$ cat config.mk
export PLATFORM = sky130hd
export DESIGN_NAME = chs_proc_end_flat
export DESIGN_NICKNAME = d
export VERILOG_FILES = /design/src/rtl/chs_pkg.sv /design/src/rtl/chs_if.sv /design/src/rtl/chs_proc_end.sv /design/src/flat_wrapper.sv
export SDC_FILE = /design/constraint.sdc
export NUM_CORES = 1
export LEC_CHECK = 0
export BUFFER_PORTS_ARGS = -buffer_cell sky130_fd_sc_hd__buf_2
export CORE_ASPECT_RATIO = 0.8
export CORE_UTILIZATION = 38
export CTS_CLUSTER_DIAMETER = 150
export DETAILED_ROUTE_END_ITERATION = 8
export GPL_TIMING_DRIVEN = 0
export PLACE_DENSITY_LB_ADDON = 0.05
export REMOVE_ABC_BUFFERS = 1
export SYNTH_ARGS = -nofsm -noshare
export SYNTH_HDL_FRONTEND = slang
export SYNTH_SLANG_ARGS = --single-unit
$ cat constraint.sdc
create_clock -name clk_sys -period 2.5 [get_ports clk_sys]
set_input_delay 0.125 -clock clk_sys [delete_from_list [all_inputs] [get_ports clk_sys]]
set_output_delay 0.125 -clock clk_sys [all_outputs]
set_load 0.02 [all_outputs]
$ cat src/rtl/chs_pkg.sv
// Shared constants and types for the coprocessor handshake sequencer
package chs_pkg;

    // ------------------------------------------------------------------
    // Bus cycle type encodings
    // ------------------------------------------------------------------
    localparam logic [1:0] CHS_CYC_N = 2'h0;  // Nonsequential
    localparam logic [1:0] CHS_CYC_S = 2'h1;  // Sequential
    localparam logic [1:0] CHS_CYC_I = 2'h2;  // Internal, no transfer
    localparam logic [1:0] CHS_CYC_C = 2'h3;  // Coprocessor register transfer

    // ------------------------------------------------------------------
    // Address offsets and steps
    // ------------------------------------------------------------------
    localparam logic [31:0] CHS_PC_OFFER  = 32'h0000_0008;  // Fetch during offer
    localparam logic [31:0] CHS_PC_RESUME = 32'h0000_000c;  // Fetch after the instruction
    localparam logic [31:0] CHS_WORD_STEP = 32'h0000_0004;  // Sequential word stride

    // ------------------------------------------------------------------
    // Reset values
    // ------------------------------------------------------------------
    localparam logic [1:0]  CHS_RST_CYC  = CHS_CYC_I;     // Idle bus shows internal cycles
    localparam logic [31:0] CHS_RST_ADDR = 32'h0000_0000;

    // ------------------------------------------------------------------
    // Instruction kinds
    // ------------------------------------------------------------------
    typedef enum logic [1:0] {
        CHS_OP_DATA  = 2'h0,  // cop_data_operation
        CHS_OP_LOAD  = 2'h1,  // cop_load_from_memory
        CHS_OP_STORE = 2'h2   // cop_store_to_memory
    } chs_op_e;

endpackage

$ cat src/rtl/chs_if.sv
// Interface joining the processor end and the coprocessor end
interface chs_if;
    import chs_pkg::*;

    logic        cop_instr_flag_n;    // Low while a coprocessor instruction is offered
    logic [1:0]  bus_cycle_type;      // Cycle type of the current cycle
    logic        opcode_or_data_flag; // 0 on opcode fetch, 1 on data cycles
    logic        bus_write;           // High on memory write cycles
    logic [31:0] bus_addr;            // Current cycle address
    chs_op_e     cop_op_kind;         // Kind of the offered instruction
    logic        cop_absent_resp;     // Coprocessor absent response
    logic        cop_busy_resp;       // Coprocessor busy response
    logic [31:0] cop_wdata;           // Word driven by the coprocessor on stores
    logic [31:0] mem_rdata;           // Word returned by memory on loads

    // Processor side of the handshake
    modport proc_mp (
        output cop_instr_flag_n, bus_cycle_type, opcode_or_data_flag, bus_write, bus_addr, cop_op_kind,
        input  cop_absent_resp, cop_busy_resp
    );

    // Coprocessor side of the handshake
    modport cop_mp (
        input  cop_instr_flag_n, bus_cycle_type, opcode_or_data_flag, bus_write, bus_addr, cop_op_kind,
        input  mem_rdata,
        output cop_absent_resp, cop_busy_resp, cop_wdata
    );
endinterface

$ cat src/rtl/chs_proc_end.sv
// Processor end of the handshake: offer, busy-wait, word transfers
// Overview of operation
// RULE_01 - Coprocessor commits before dropping busy
// RULE_02 - Incapable coprocessor keeps absent and busy high
// RULE_03 - Capable but waiting: absent low, busy high
// RULE_04 - Processor busy-waits while busy stays high
// RULE_05 - Interrupt may abandon a busy-waiting instruction
// RULE_06 - Ready data operation: one N cycle
// RULE_07 - Busy-wait cycles are internal at pc+8
// RULE_08 - Offer only in the 32-bit state
// RULE_09 - Load commit only when able to accept
// RULE_10 - Write low on loads, high on stores
// RULE_11 - Load words taken every sequential cycle
// RULE_12 - Coprocessor alone sets the word count
// RULE_13 - Address formed early, base written second
// RULE_14 - Last transfer marked by absent and busy
// RULE_15 - Multi-word transfers sequential, last nonsequential
// RULE_16 - Single word: one nonsequential transfer cycle
// RULE_17 - Store data supplied every sequential cycle
// RULE_18 - Store addresses increment with write high
// RULE_19 - Instruction flag low offering, high transferring
// RULE_20 - Abandoned instruction drives no transfers
module chs_proc_end
    import chs_pkg::*;
(
    // Clock and reset
    input  wire logic        clk_sys,
    input  wire logic        arst_n,
    // Handshake link
    chs_if.proc_mp           link,
    // Instruction request
    input  wire logic        req_valid,      // Pulse or level: start an instruction
    input  wire chs_op_e     req_kind,       // Data operation, load or store
    input  wire logic [31:0] req_pc,         // Address of the instruction
    input  wire logic [31:0] req_data_addr,  // First transfer address
    input  wire logic [31:0] req_base_new,   // Updated base for write-back
    input  wire logic        compressed_state, // High in the 16-bit instruction state
    input  wire logic        irq,            // Interrupt request level
    // Status
    output logic             req_ready,      // Idle, request may be made
    output logic             req_refused,    // Pulse: refused in 16-bit state
    output logic             done,           // Pulse: instruction completed
    output logic             undefined,      // Pulse: no coprocessor took it
    output logic             abandoned,      // Pulse: dropped for an interrupt
    output logic             base_wb_valid,  // Pulse: base register write-back
    output logic [31:0]      base_wb_value
);

    // ------------------------------------------------------------------
    // State machine
    // ------------------------------------------------------------------
    typedef enum logic [1:0] {
        CHS_ST_IDLE,    // No instruction
        CHS_ST_OFFER,   // First cycle and busy-wait cycles
        CHS_ST_XFER,    // Data transfer cycles
        CHS_ST_RESUME   // Fetch at pc+12
    } chs_pst_e;

    chs_pst_e    state, next_state;
    chs_op_e     kind, next_kind;
    logic [31:0] pc, next_pc;              // Instruction address
    logic [31:0] base_new, next_base_new;  // Base held for write-back
    logic [31:0] addr, next_addr;
    logic        instr_n, next_instr_n;
    logic        opflag, next_opflag;
    logic        wr, next_wr;
    logic        first_xfer, next_first_xfer;
    logic [31:0] req_data_addr_q, next_req_data_addr_q;  // Data address held until busy falls
    logic        next_req_refused, next_done, next_undefined, next_abandoned;
    logic        next_base_wb_valid;
    logic [31:0] next_base_wb_value;
    logic        resp_a, resp_b, last;

    assign resp_a = link.cop_absent_resp;
    assign resp_b = link.cop_busy_resp;
    assign last   = resp_a && resp_b;

    // ------------------------------------------------------------------
    // Next-state logic
    // ------------------------------------------------------------------
    always_comb begin
        next_state         = state;
        next_kind          = kind;
        next_pc            = pc;
        next_base_new      = base_new;
        next_addr          = addr;
        next_instr_n       = 1'b1;
        next_opflag        = opflag;
        next_wr            = 1'b0;
        next_first_xfer    = 1'b0;
        next_req_data_addr_q = req_data_addr_q;
        next_req_refused   = 1'b0;
        next_done          = 1'b0;
        next_undefined     = 1'b0;
        next_abandoned     = 1'b0;
        next_base_wb_valid = 1'b0;
        next_base_wb_value = base_wb_value;
        unique case (state)
            CHS_ST_IDLE: begin
                if (req_valid && compressed_state) begin
                    next_req_refused = 1'b1;  // RULE_08
                end else if (req_valid) begin
                    // First cycle: fetch at pc+8, opcode, flag low
                    next_state    = CHS_ST_OFFER;
                    next_kind     = req_kind;
                    next_pc       = req_pc;
                    next_base_new = req_base_new;
                    next_req_data_addr_q = req_data_addr;
                    next_addr     = req_pc + CHS_PC_OFFER;  // RULE_06 RULE_13
                    next_instr_n  = 1'b0;  // RULE_19
                    next_opflag   = 1'b0;  // RULE_06
                end
            end
            CHS_ST_OFFER: begin
                if (last) begin
                    // Nobody can take it: undefined trap
                    next_undefined = 1'b1;  // RULE_02
                    next_state     = CHS_ST_IDLE;
                end else if (resp_b && irq) begin
                    // Abandon with no transfer cycles
                    next_abandoned = 1'b1;  // RULE_05 RULE_20
                    next_state     = CHS_ST_IDLE;
                end else if (resp_b) begin
                    // Stay on pc+8, data flag after the first cycle
                    next_instr_n = 1'b0;  // RULE_04 RULE_19
                    next_opflag  = 1'b1;  // RULE_07
                end else if (kind == CHS_OP_DATA) begin
                    next_done      = 1'b1;  // RULE_06
                    next_state     = CHS_ST_RESUME;
                    next_addr      = pc + CHS_PC_RESUME;  // RULE_06
                    next_opflag    = 1'b0;
                end else begin
                    next_state      = CHS_ST_XFER;
                    next_addr       = req_data_addr_q;  // RULE_13
                    next_opflag     = 1'b1;  // RULE_16
                    next_wr         = (kind == CHS_OP_STORE);  // RULE_10 RULE_18
                    next_first_xfer = 1'b1;
                end
            end
            CHS_ST_XFER: begin
                if (first_xfer) begin
                    next_base_wb_valid = 1'b1;  // RULE_13
                    next_base_wb_value = base_new;
                end
                if (last) begin
                    // Coprocessor marked the final word
                    next_done      = 1'b1;  // RULE_12 RULE_14
                    next_state     = CHS_ST_RESUME;
                    next_addr      = pc + CHS_PC_RESUME;  // RULE_15
                    next_opflag    = 1'b0;
                end else begin
                    next_addr = addr + CHS_WORD_STEP;  // RULE_11 RULE_15 RULE_18
                    next_wr   = (kind == CHS_OP_STORE);  // RULE_10 RULE_18
                end
            end
            CHS_ST_RESUME: begin
                next_state  = CHS_ST_IDLE;
                next_opflag = 1'b0;
            end
        endcase
    end

    // ------------------------------------------------------------------
    // Registers
    // ------------------------------------------------------------------
    always_ff @(posedge clk_sys or negedge arst_n) begin
        if (!arst_n) begin
            state           <= CHS_ST_IDLE;
            kind            <= CHS_OP_DATA;
            pc              <= CHS_RST_ADDR;
            base_new        <= CHS_RST_ADDR;
            req_data_addr_q <= CHS_RST_ADDR;
            addr            <= CHS_RST_ADDR;
            instr_n         <= 1'b1;
            opflag          <= 1'b0;
            wr              <= 1'b0;
            first_xfer      <= 1'b0;
            req_ready       <= 1'b1;
            req_refused     <= 1'b0;
            done            <= 1'b0;
            undefined       <= 1'b0;
            abandoned       <= 1'b0;
            base_wb_valid   <= 1'b0;
            base_wb_value   <= CHS_RST_ADDR;
        end else begin
            state           <= next_state;
            kind            <= next_kind;
            pc              <= next_pc;
            base_new        <= next_base_new;
            req_data_addr_q <= next_req_data_addr_q;
            addr            <= next_addr;
            instr_n         <= next_instr_n;
            opflag          <= next_opflag;
            wr              <= next_wr;
            first_xfer      <= next_first_xfer;
            req_ready       <= (next_state == CHS_ST_IDLE);
            req_refused     <= next_req_refused;
            done            <= next_done;
            undefined       <= next_undefined;
            abandoned       <= next_abandoned;
            base_wb_valid   <= next_base_wb_valid;
            base_wb_value   <= next_base_wb_value;
        end
    end

    // ----------------
    // Cycle type: follows same-cycle responses; these come from
    // flops on both ends, so no combinational loop arises
    // ----------------
    logic [1:0] cyc;
    always_comb begin
        unique case (state)
            CHS_ST_OFFER:  cyc = resp_b ? CHS_CYC_I : CHS_CYC_N;  // RULE_06 RULE_07
            CHS_ST_XFER:   cyc = last ? CHS_CYC_N : CHS_CYC_S;    // RULE_15 RULE_16
            CHS_ST_RESUME: cyc = CHS_CYC_S;
            default:       cyc = CHS_RST_CYC;
        endcase
    end

    assign link.bus_cycle_type      = cyc;
    assign link.cop_instr_flag_n    = instr_n;
    assign link.opcode_or_data_flag = opflag;
    assign link.bus_write           = wr;
    assign link.bus_addr            = addr;
    assign link.cop_op_kind         = kind;

endmodule

$ cat src/flat_wrapper.sv
// flat-port wrapper written by rule: the top's interface ports become plain ports
module chs_proc_end_flat import chs_pkg::*;
  (clk_sys, arst_n, req_valid, req_kind, req_pc, req_data_addr, req_base_new, compressed_state, irq, req_ready, req_refused, done, undefined, abandoned, base_wb_valid, base_wb_value, link_cop_instr_flag_n, link_bus_cycle_type, link_opcode_or_data_flag, link_bus_write, link_bus_addr, link_cop_op_kind, link_cop_absent_resp, link_cop_busy_resp);
  chs_if link_i ();
  input  wire logic clk_sys;
  input  wire logic arst_n;
  input  wire logic req_valid;
  input  wire chs_op_e req_kind;
  input  wire logic [31:0] req_pc;
  input  wire logic [31:0] req_data_addr;
  input  wire logic [31:0] req_base_new;
  input  wire logic compressed_state;
  input  wire logic irq;
  output logic req_ready;
  output logic req_refused;
  output logic done;
  output logic undefined;
  output logic abandoned;
  output logic base_wb_valid;
  output logic [31:0] base_wb_value;
  output wire logic [$bits(link_i.cop_instr_flag_n)-1:0] link_cop_instr_flag_n;
  output wire logic [$bits(link_i.bus_cycle_type)-1:0] link_bus_cycle_type;
  output wire logic [$bits(link_i.opcode_or_data_flag)-1:0] link_opcode_or_data_flag;
  output wire logic [$bits(link_i.bus_write)-1:0] link_bus_write;
  output wire logic [$bits(link_i.bus_addr)-1:0] link_bus_addr;
  output wire logic [$bits(link_i.cop_op_kind)-1:0] link_cop_op_kind;
  input wire logic [$bits(link_i.cop_absent_resp)-1:0] link_cop_absent_resp;
  input wire logic [$bits(link_i.cop_busy_resp)-1:0] link_cop_busy_resp;
  assign link_cop_instr_flag_n = link_i.cop_instr_flag_n;
  assign link_bus_cycle_type = link_i.bus_cycle_type;
  assign link_opcode_or_data_flag = link_i.opcode_or_data_flag;
  assign link_bus_write = link_i.bus_write;
  assign link_bus_addr = link_i.bus_addr;
  assign link_cop_op_kind = link_i.cop_op_kind;
  assign link_i.cop_absent_resp = link_cop_absent_resp;
  assign link_i.cop_busy_resp = link_cop_busy_resp;
  chs_proc_end u_core (.clk_sys(clk_sys), .arst_n(arst_n), .link(link_i), .req_valid(req_valid), .req_kind(req_kind), .req_pc(req_pc), .req_data_addr(req_data_addr), .req_base_new(req_base_new), .compressed_state(compressed_state), .irq(irq), .req_ready(req_ready), .req_refused(req_refused), .done(done), .undefined(undefined), .abandoned(abandoned), .base_wb_valid(base_wb_valid), .base_wb_value(base_wb_value));
endmodule
==> qor.csv, run 1 <==
stage;metric;value;unit
status;status;finished clean;
sta;worstMarginPinSlew;0.914;ns
grt;grt_pass1_wl;43100;um
synthesis;synth_cell_type_count;71;
clock_tree;insertion_delay;0.44;ns
power_and_ir_drop;totalPowerFinal;15100;uW
placed_design;port-buffer-count;181;
synthesis;syn_area;9150;um^2
route;viasPerCell;5.39;
layout;fin_nets;1228;
placed_design;gp_congestion;0.818;
power_and_ir_drop;powerDensity;1240;nW/um^2
placed_design;hpwl;18600;um
route;drt-pass1-iter-count;7;
placed_design;dp.cells;1303;
layout;n_antenna_cell;0;
sta;tns;0;ns
layout;final_cell_mix;buf_2 (180), dfrtp_1 (172), mux2_2 (128);
synthesis;yosysWarnings;0;
route;via_count;7755;
power_and_ir_drop;leakage;0.00540;uW
run;drv_cap;0;
grt;grt-ovfl-total;0;
layout;regArea;4360;um^2
min_path;min_path_type;in2reg;
synthesis;postSynthAreaPerCell;10.7;um^2
die;die_w;175;um
clock_tree;clkSinkCount;174;
clock_tree;tritoncts;yes;
layout;multi_input_area;4620;um^2
route;drt_iter0_drc;544;
critical_path;required;2.79;ns
synthesis;yosysSeqAreaShare;47.6;%
sta;setup_viol;0;
sta;clock_skew;0.0100;ns
route;post_drt_wl_per_cell;19.2;um
synthesis;synth_ff_type;dfrtp_1;
sta;finalHoldViolations;0;
sta;fmax;403;MHz
grt;track_usage;22.8;%
power_and_ir_drop;vdd_drop_max;0.586;mV
critical_path;cp_max_fo;33;
die;std_cell_rows;50;
route;postRouteAntennaNets;0;
synthesis;synth_seq_cells;174;
critical_path;cp-end-kind;flop;
layout;final_common_cell;buf_2;
grt;grt_start_max_net_pins;115;
layout;drive_above_1_share;34.7;%
clock_tree;clockRootBuffer;clkbuf_16;
clock_tree;clk_pin_slew;0.07;ns
synthesis;async_flop_share;100;%
sta;relSlewSlack;38.9;%
layout;fillers;2178;
layout;area_growth;33.2;%
route;drcViolationCount;0;
die;dieHeight;141;um
critical_path;worst-setup-path-type;reg2reg;
die;pin_count;182;
sta;min_period;2.48;ns
critical_path;crit_arrival;2.77;ns
sta;rsz0062_at_grt;true;
sta;timing.final.max_slew_violations;0;
critical_path;start_kind;flop;
die;start_util;38.9;%
clock_tree;htreeDepth;4;
layout;fin_cells;1440;
die;die_area;24700;um^2
grt;grt_pass1_vias;7433;
synthesis;synth_edf_count;0;
synthesis;syn_inst;852;
die;coreArea;23500;um^2
grt;antenna_found_initial;0;
sta;finalCritPeriodShare;99.2;%
clock_tree;cts_inserted_buffers;17;
route;wirelength;27600;um
clock_tree;clockBufferDepth;2;
## repair_timing
item / in CTS / in global routing
hold buffers: 96 / 0
setup buffers: 6 / 2
gates cloned: 1 / 0
setup endpoints to repair: 101 / 19
pin swaps: 2 / 2
endpoints found under the hold margin: 155 / 0
gates resized for setup: 8 / 6
## routing by layer
metal	global-route usage (%)	part of all wire, %
met5	0	0
met4	5.81	0.99
met1	34.4	50
met3	4.94	6.0
met2	32.9	43
## registers in the layout (all words and copies together), names as in the netlist
signal,cells
u_core.base_new,32
u_core.base_wb_value,32
u_core.link.bus_addr,32
u_core.pc,32
u_core.req_data_addr_q,32
u_core.link.cop_op_kind,2
u_core.state,2
u_core.abandoned,1
u_core.base_wb_valid,1
u_core.done,1
u_core.first_xfer,1
u_core.link.bus_write,1
u_core.link.cop_instr_flag_n,1
u_core.link.opcode_or_data_flag,1
u_core.req_ready,1
u_core.req_refused,1
u_core.undefined,1
## synth_stat cells (all sizes together), types with 2 or more instances
cell type,instances,area share [%]
nor2b,4,0.27
o221a,3,0.37
o21ai,27,1.5
a22oi,5,0.41
o221ai,5,0.48
mux2,128,16
o22ai,12,0.82
and2,7,0.48
a21o,3,0.25
or4,2,0.16
a221oi,8,0.77
a222oi,2,0.22
a31o,2,0.19
nand3b,3,0.25
nand2b,7,0.48
nor4,10,1.2
nor3,16,0.93
nand4b,2,0.19
and3,17,1.2
xor2,22,2.1
a21oi,26,1.4
dfstp,2,0.57
nand3,36,2.0
o31ai,4,0.33
a31oi,3,0.21
and4,13,1.3
mux2i,2,0.22
o311ai,6,0.57
nand4,25,1.9
o2111ai,5,0.48
inv,15,0.62
nor2,39,1.6
or2,2,0.14
ha,8,1.1
or3,2,0.14
buf,11,0.55
xnor2,39,3.7
nor3b,2,0.16
a211oi,4,0.33
o211ai,9,0.74
dfrtp,172,47
nand2,85,3.5
clkbuf,40,1.6
## final timing paths
kind | depth (start not counted) | startpoint | slack [ns] | to
hold reg to reg | 1 | u_core.base_new[31]$_DFFE_PN0P_ | 0.50 | u_core.base_wb_value[31]$_DFFE_PN0P_
max in group asynchronous | 3 | arst_n | 1.35 | u_core.pc[8]$_DFFE_PN0P_
setup reg to reg | 7 | u_core.state[1]$_DFF_PN0_ | 0.02 | u_core.link.bus_addr[28]$_DFFE_PN0P_
min in group asynchronous | 2 | arst_n | 0.21 | u_core.base_wb_value[16]$_DFFE_PN0P_
hold / removal | 2 | req_pc[9] | 0.03 | u_core.pc[9]$_DFFE_PN0P_
setup / recovery | 7 | u_core.state[1]$_DFF_PN0_ | 0.02 | u_core.link.bus_addr[28]$_DFFE_PN0P_
## cell type report
type / count / area share (%)
tap: 312 / 3.20
clock buffer: 20 / 3.83
multi-input combinational: 613 / 37.9
clock inverter: 12 / 1.51
inverter: 15 / 0.462
timing repair buffer: 294 / 17.3
sequential: 174 / 35.7
## worst max-delay path: stages (launching register included)
cell and delay, ns:
dfrtp_1 0.43, inv_1 0.11, ha_2 0.62, buf_12 0.26, nand2_2 0.25, a21o_1 0.27, o31ai_1 0.28, a222oi_1 0.11
## through the flow
stage / cell area [um^2] / hold slack [ns] / util [%] / setup WS [ns]
final: 12200 / 0.0288 / 51.8 / 0.0198
after global routing: 12200 / 0.0422 / 51.8 / -0.0492
after CTS: 12200 / 0.0154 / 51.7 / 0.0102
after detailed placement: 10500 / 0.101 / 44.5 / -0.865
after global placement: 10200 / 0.357 / 43.6 / -3.86
after floorplan: 8950 / -0.171 / - / -1.66
## power by group
group / internal, uW / total [uW] / switching [uW] / leakage [uW]
sequential: 4210 / 5440 / 1240 / 0.00213
combinational: 2960 / 6670 / 3720 / 0.00296
clock: 1760 / 2950 / 1190 / 0.000313
## kinds of logic (layout without fill, tap and decap cells)
kind of cell    Yosys count  in the layout  synth area share (%)
fa+ha+maj                 8              8                  1.09
mux                     130            130                  16.0
compound gates          139            139                  10.5
flops                   174            174                  47.6
xor+xnor                 61             61                  5.84
buf+inv                  66            341                  2.80
simple gates            274            275                  16.1
Power figures use the tool's default switching activity.
==> inputs of run 2 (changes only) <==
Clock period 2.5 ns to 2 ns, I/O delays scaled along.
==> run 2 against run 1 <==
Compared with the run above:
- fmax rose by 25%
- worst setup slack got worse by 0.0086 ns
- sequential share of layout area fell by 2.2 points
- clock power rose by 25%
- hold slack got worse by 0.012 ns
- non-clock buffer count rose by 68
- global-route usage rose by 2.2 points
- total power rose by 37%
- clock skew barely moved
- sequential power rose by 27%
- cell area rose by 7.3%
- register-to-register slack barely moved
- critical endpoint is now u_core.link.bus_addr[27]$_DFFE_PN0P_
- highest routed layer unchanged
==> qor.csv, run 2 (synthesis results as in run 1) <==
stage;metric;value;unit;change
sta;rsz0062_at_grt;true;;unchanged
layout;final_common_cell;buf_2;;unchanged
critical_path;crit_arrival;2.37;ns;was 2.77 ns
clock_tree;insertion_delay;0.44;ns;about the same
sta;timing.final.max_slew_violations;0;;unchanged
critical_path;start_kind;flop;;unchanged
sta;worstMarginPinSlew;0.724;ns;was 0.914 ns
layout;fin_nets;1299;;was 1228
min_path;min_path_type;in2reg;;unchanged
die;pin_count;182;;unchanged
sta;relSlewSlack;51.4;%;was 38.9%
route;postRouteAntennaNets;0;;unchanged
layout;area_growth;43.0;%;was 33.2%
die;start_util;38.9;%;unchanged
clock_tree;htreeDepth;4;;unchanged
sta;hold_slack;0.0165;ns;was 0.0288 ns
sta;fmax;503;MHz;was 403 MHz
power_and_ir_drop;p_sw;8490;uW;was 6140 uW
layout;final_cell_mix;buf_2 (180), dfrtp_1 (148), mux2_2 (128);;was buf_2 (180), dfrtp_1 (172), mux2_2 (128)
clock_tree;tritoncts;yes;;unchanged
grt;grt_pass1_wl;46600;um;was 43100 um
clock_tree;clk_pin_slew;0.07;ns;about the same
placed_design;hpwl;18600;um;unchanged
grt;grt_pass1_vias;7877;;was 7433
critical_path;cp_max_fo;6;;was 33
route;drcViolationCount;0;;unchanged
route;post_drt_wl_per_cell;20.4;um;was 19.2 um
sta;min_period;1.99;ns;was 2.48 ns
grt;track_usage;25.1;%;was 22.8%
die;die_w;175;um;unchanged
status;status;finished clean;;unchanged
grt;antenna_found_initial;0;;unchanged
power_and_ir_drop;totalPowerFinal;20600;uW;was 15100 uW
critical_path;reg2reg_slack;0.01;ns;was 0.02 ns
clock_tree;clockBufferDepth;2;;unchanged
route;via_count;8264;;was 7755
die;die_area;24700;um^2;unchanged
clock_tree;clockRootBuffer;clkbuf_16;;unchanged
power_and_ir_drop;powerDensity;1580;nW/um^2;was 1240 nW/um^2
critical_path;required;2.38;ns;was 2.79 ns
route;drt-pass1-iter-count;5;;was 7
route;m1WireLength;15000;um;was 13900 um
sta;finalCritPeriodShare;99.4;%;was 99.2%
grt;grt-ovfl-total;0;;unchanged
clock_tree;clkSinkCount;174;;unchanged
placed_design;port-buffer-count;181;;unchanged
layout;drive_above_1_share;42.5;%;was 34.7%
critical_path;critPathSlowestCell;or4_1;;was ha_2
sta;setup_viol;0;;unchanged
clock_tree;cts_inserted_buffers;17;;unchanged
die;dieHeight;141;um;unchanged
grt;grt_start_max_net_pins;115;;unchanged
route;wirelength;30800;um;was 27600 um
power_and_ir_drop;leakage;0.00584;uW;was 0.00540 uW
critical_path;crit_family;simple AND/OR/NAND/NOR gates;;was compound AO/OA/AOI/OAI gates
route;route.met2.wl;13100;um;was 11800 um
die;coreArea;23500;um^2;unchanged
critical_path;cpPeakStageDelay;0.49;ns;was 0.62 ns
run;drv_cap;0;;unchanged
critical_path;worst-setup-path-type;reg2reg;;unchanged
power_and_ir_drop;vdd_drop_max;0.919;mV;was 0.586 mV
critical_path;cp-end-kind;flop;;unchanged
critical_path;critPathBufInv;1;;was 2
layout;fillers;2107;;was 2178
route;viasPerCell;5.47;;was 5.39
route;wl_met3;2240;um;was 1640 um
route;drt_iter0_drc;660;;was 544
critical_path;cp_cell_sequence;nand4_4, nor4_4, buf_4, nand2_2, or4_1, o2111ai_1, o221a_1;;was inv_1, ha_2, buf_12, nand2_2, a21o_1, o31ai_1, a222oi_1
power_and_ir_drop;comb_power_share;48.5;%;was 44.3%
power_and_ir_drop;clkPwrFrac;17.9;%;was 19.6%
die;std_cell_rows;50;;unchanged
placed_design;gp_congestion;0.818;;unchanged
power_and_ir_drop;p_sw_share;41.2;%;was 40.8%
power_and_ir_drop;power.internal;12100;uW;was 8930 uW
sta;clock_skew;0.0101;ns;was 0.0100 ns
route;highest_layer;met4;;unchanged
sta;finalHoldViolations;0;;unchanged
power_and_ir_drop;seqPwrFrac;33.6;%;was 36.1%
-- run 2: final cells by class --
class | count | area (um^2) | area share [%]
Timing Repair Buffer | 362 | 2710 | 20.7
Clock buffer | 20 | 467 | 3.57
Sequential cell | 174 | 4390 | 33.5
Tap cell | 312 | 390 | 2.98
Clock inverter | 12 | 184 | 1.41
Multi-Input combinational cell | 616 | 4890 | 37.4
Inverter | 15 | 58.8 | 0.449
Antenna cell | 1 | 2.50 | 0.0191
-- run 2: timing repair --
action                     in CTS  in global routing
gates cloned                    5                  1
resized for setup              60                 42
hold endpoints to repair      159                  0
hold buffers                  100                  0
setup buffers                  41                 30
pin swaps                      18                 18
setup endpoints to repair     164                 40
-- run 2: worst register-to-register path, cell delays in order (launching register included) --
cell       delay (ns)
dfrtp_2          0.45
nand4_4          0.17
nor4_4           0.23
buf_4            0.18
nand2_2          0.09
or4_1            0.49
o2111ai_1        0.11
o221a_1          0.20
-- run 2: metal layers --
metal | track usage [%] | vias to the layer above
met2 | 35.9 | 322
met4 | 7.83 | 0
li1 | - | 3802
met1 | 37.1 | 4106
met3 | 5.93 | 34
met5 | 0 | -
-- run 2: path summary, 6_finish.rpt --
path / to / cells after the start / start
min in group asynchronous: u_core.base_wb_value[16]$_DFFE_PN0P_ / 2 / arst_n
max in group asynchronous: u_core.link.bus_addr[15]$_DFFE_PN0P_ / 3 / arst_n
setup / recovery: u_core.link.bus_addr[27]$_DFFE_PN0P_ / 7 / u_core.pc[4]$_DFFE_PN0P_
setup reg to reg: u_core.link.bus_addr[27]$_DFFE_PN0P_ / 7 / u_core.pc[4]$_DFFE_PN0P_
hold reg to reg: u_core.base_wb_value[31]$_DFFE_PN0P_ / 1 / u_core.base_new[31]$_DFFE_PN0P_
hold / removal: u_core.pc[18]$_DFFE_PN0P_ / 3 / req_pc[18]
-- run 2: power groups by stage --
| stage | Sequential, uW | Clock, uW | Combinational (uW) |
|---|---|---|---|
| final | 6920 | 3700 | 10000 |
| after global routing | 7160 | 3930 | 10700 |
| after CTS | 6850 | 3780 | 9270 |
| after detailed placement | 6840 | 0 | 7910 |
| after global placement | 6830 | 0 | 7460 |
| after floorplan | 7230 | 0 | 4630 |
-- run 2: stage by stage --
step / TNS (ns) / instances / setup WS (ns) / area [um^2] / utilization [%]
after CTS: 0 / 1480 / 0.00575 / 12700 / 54.0
after global routing: -0.327 / 1511 / -0.0673 / 13100 / 55.6
final: 0 / 1512 / 0.0111 / 13100 / 55.6
after global placement: -894.73 / 1294 / -4.36 / 10200 / 43.6
after detailed placement: -94.21 / 1303 / -1.37 / 10500 / 44.5
after floorplan: -228.64 / 801 / -2.16 / 8950 / -
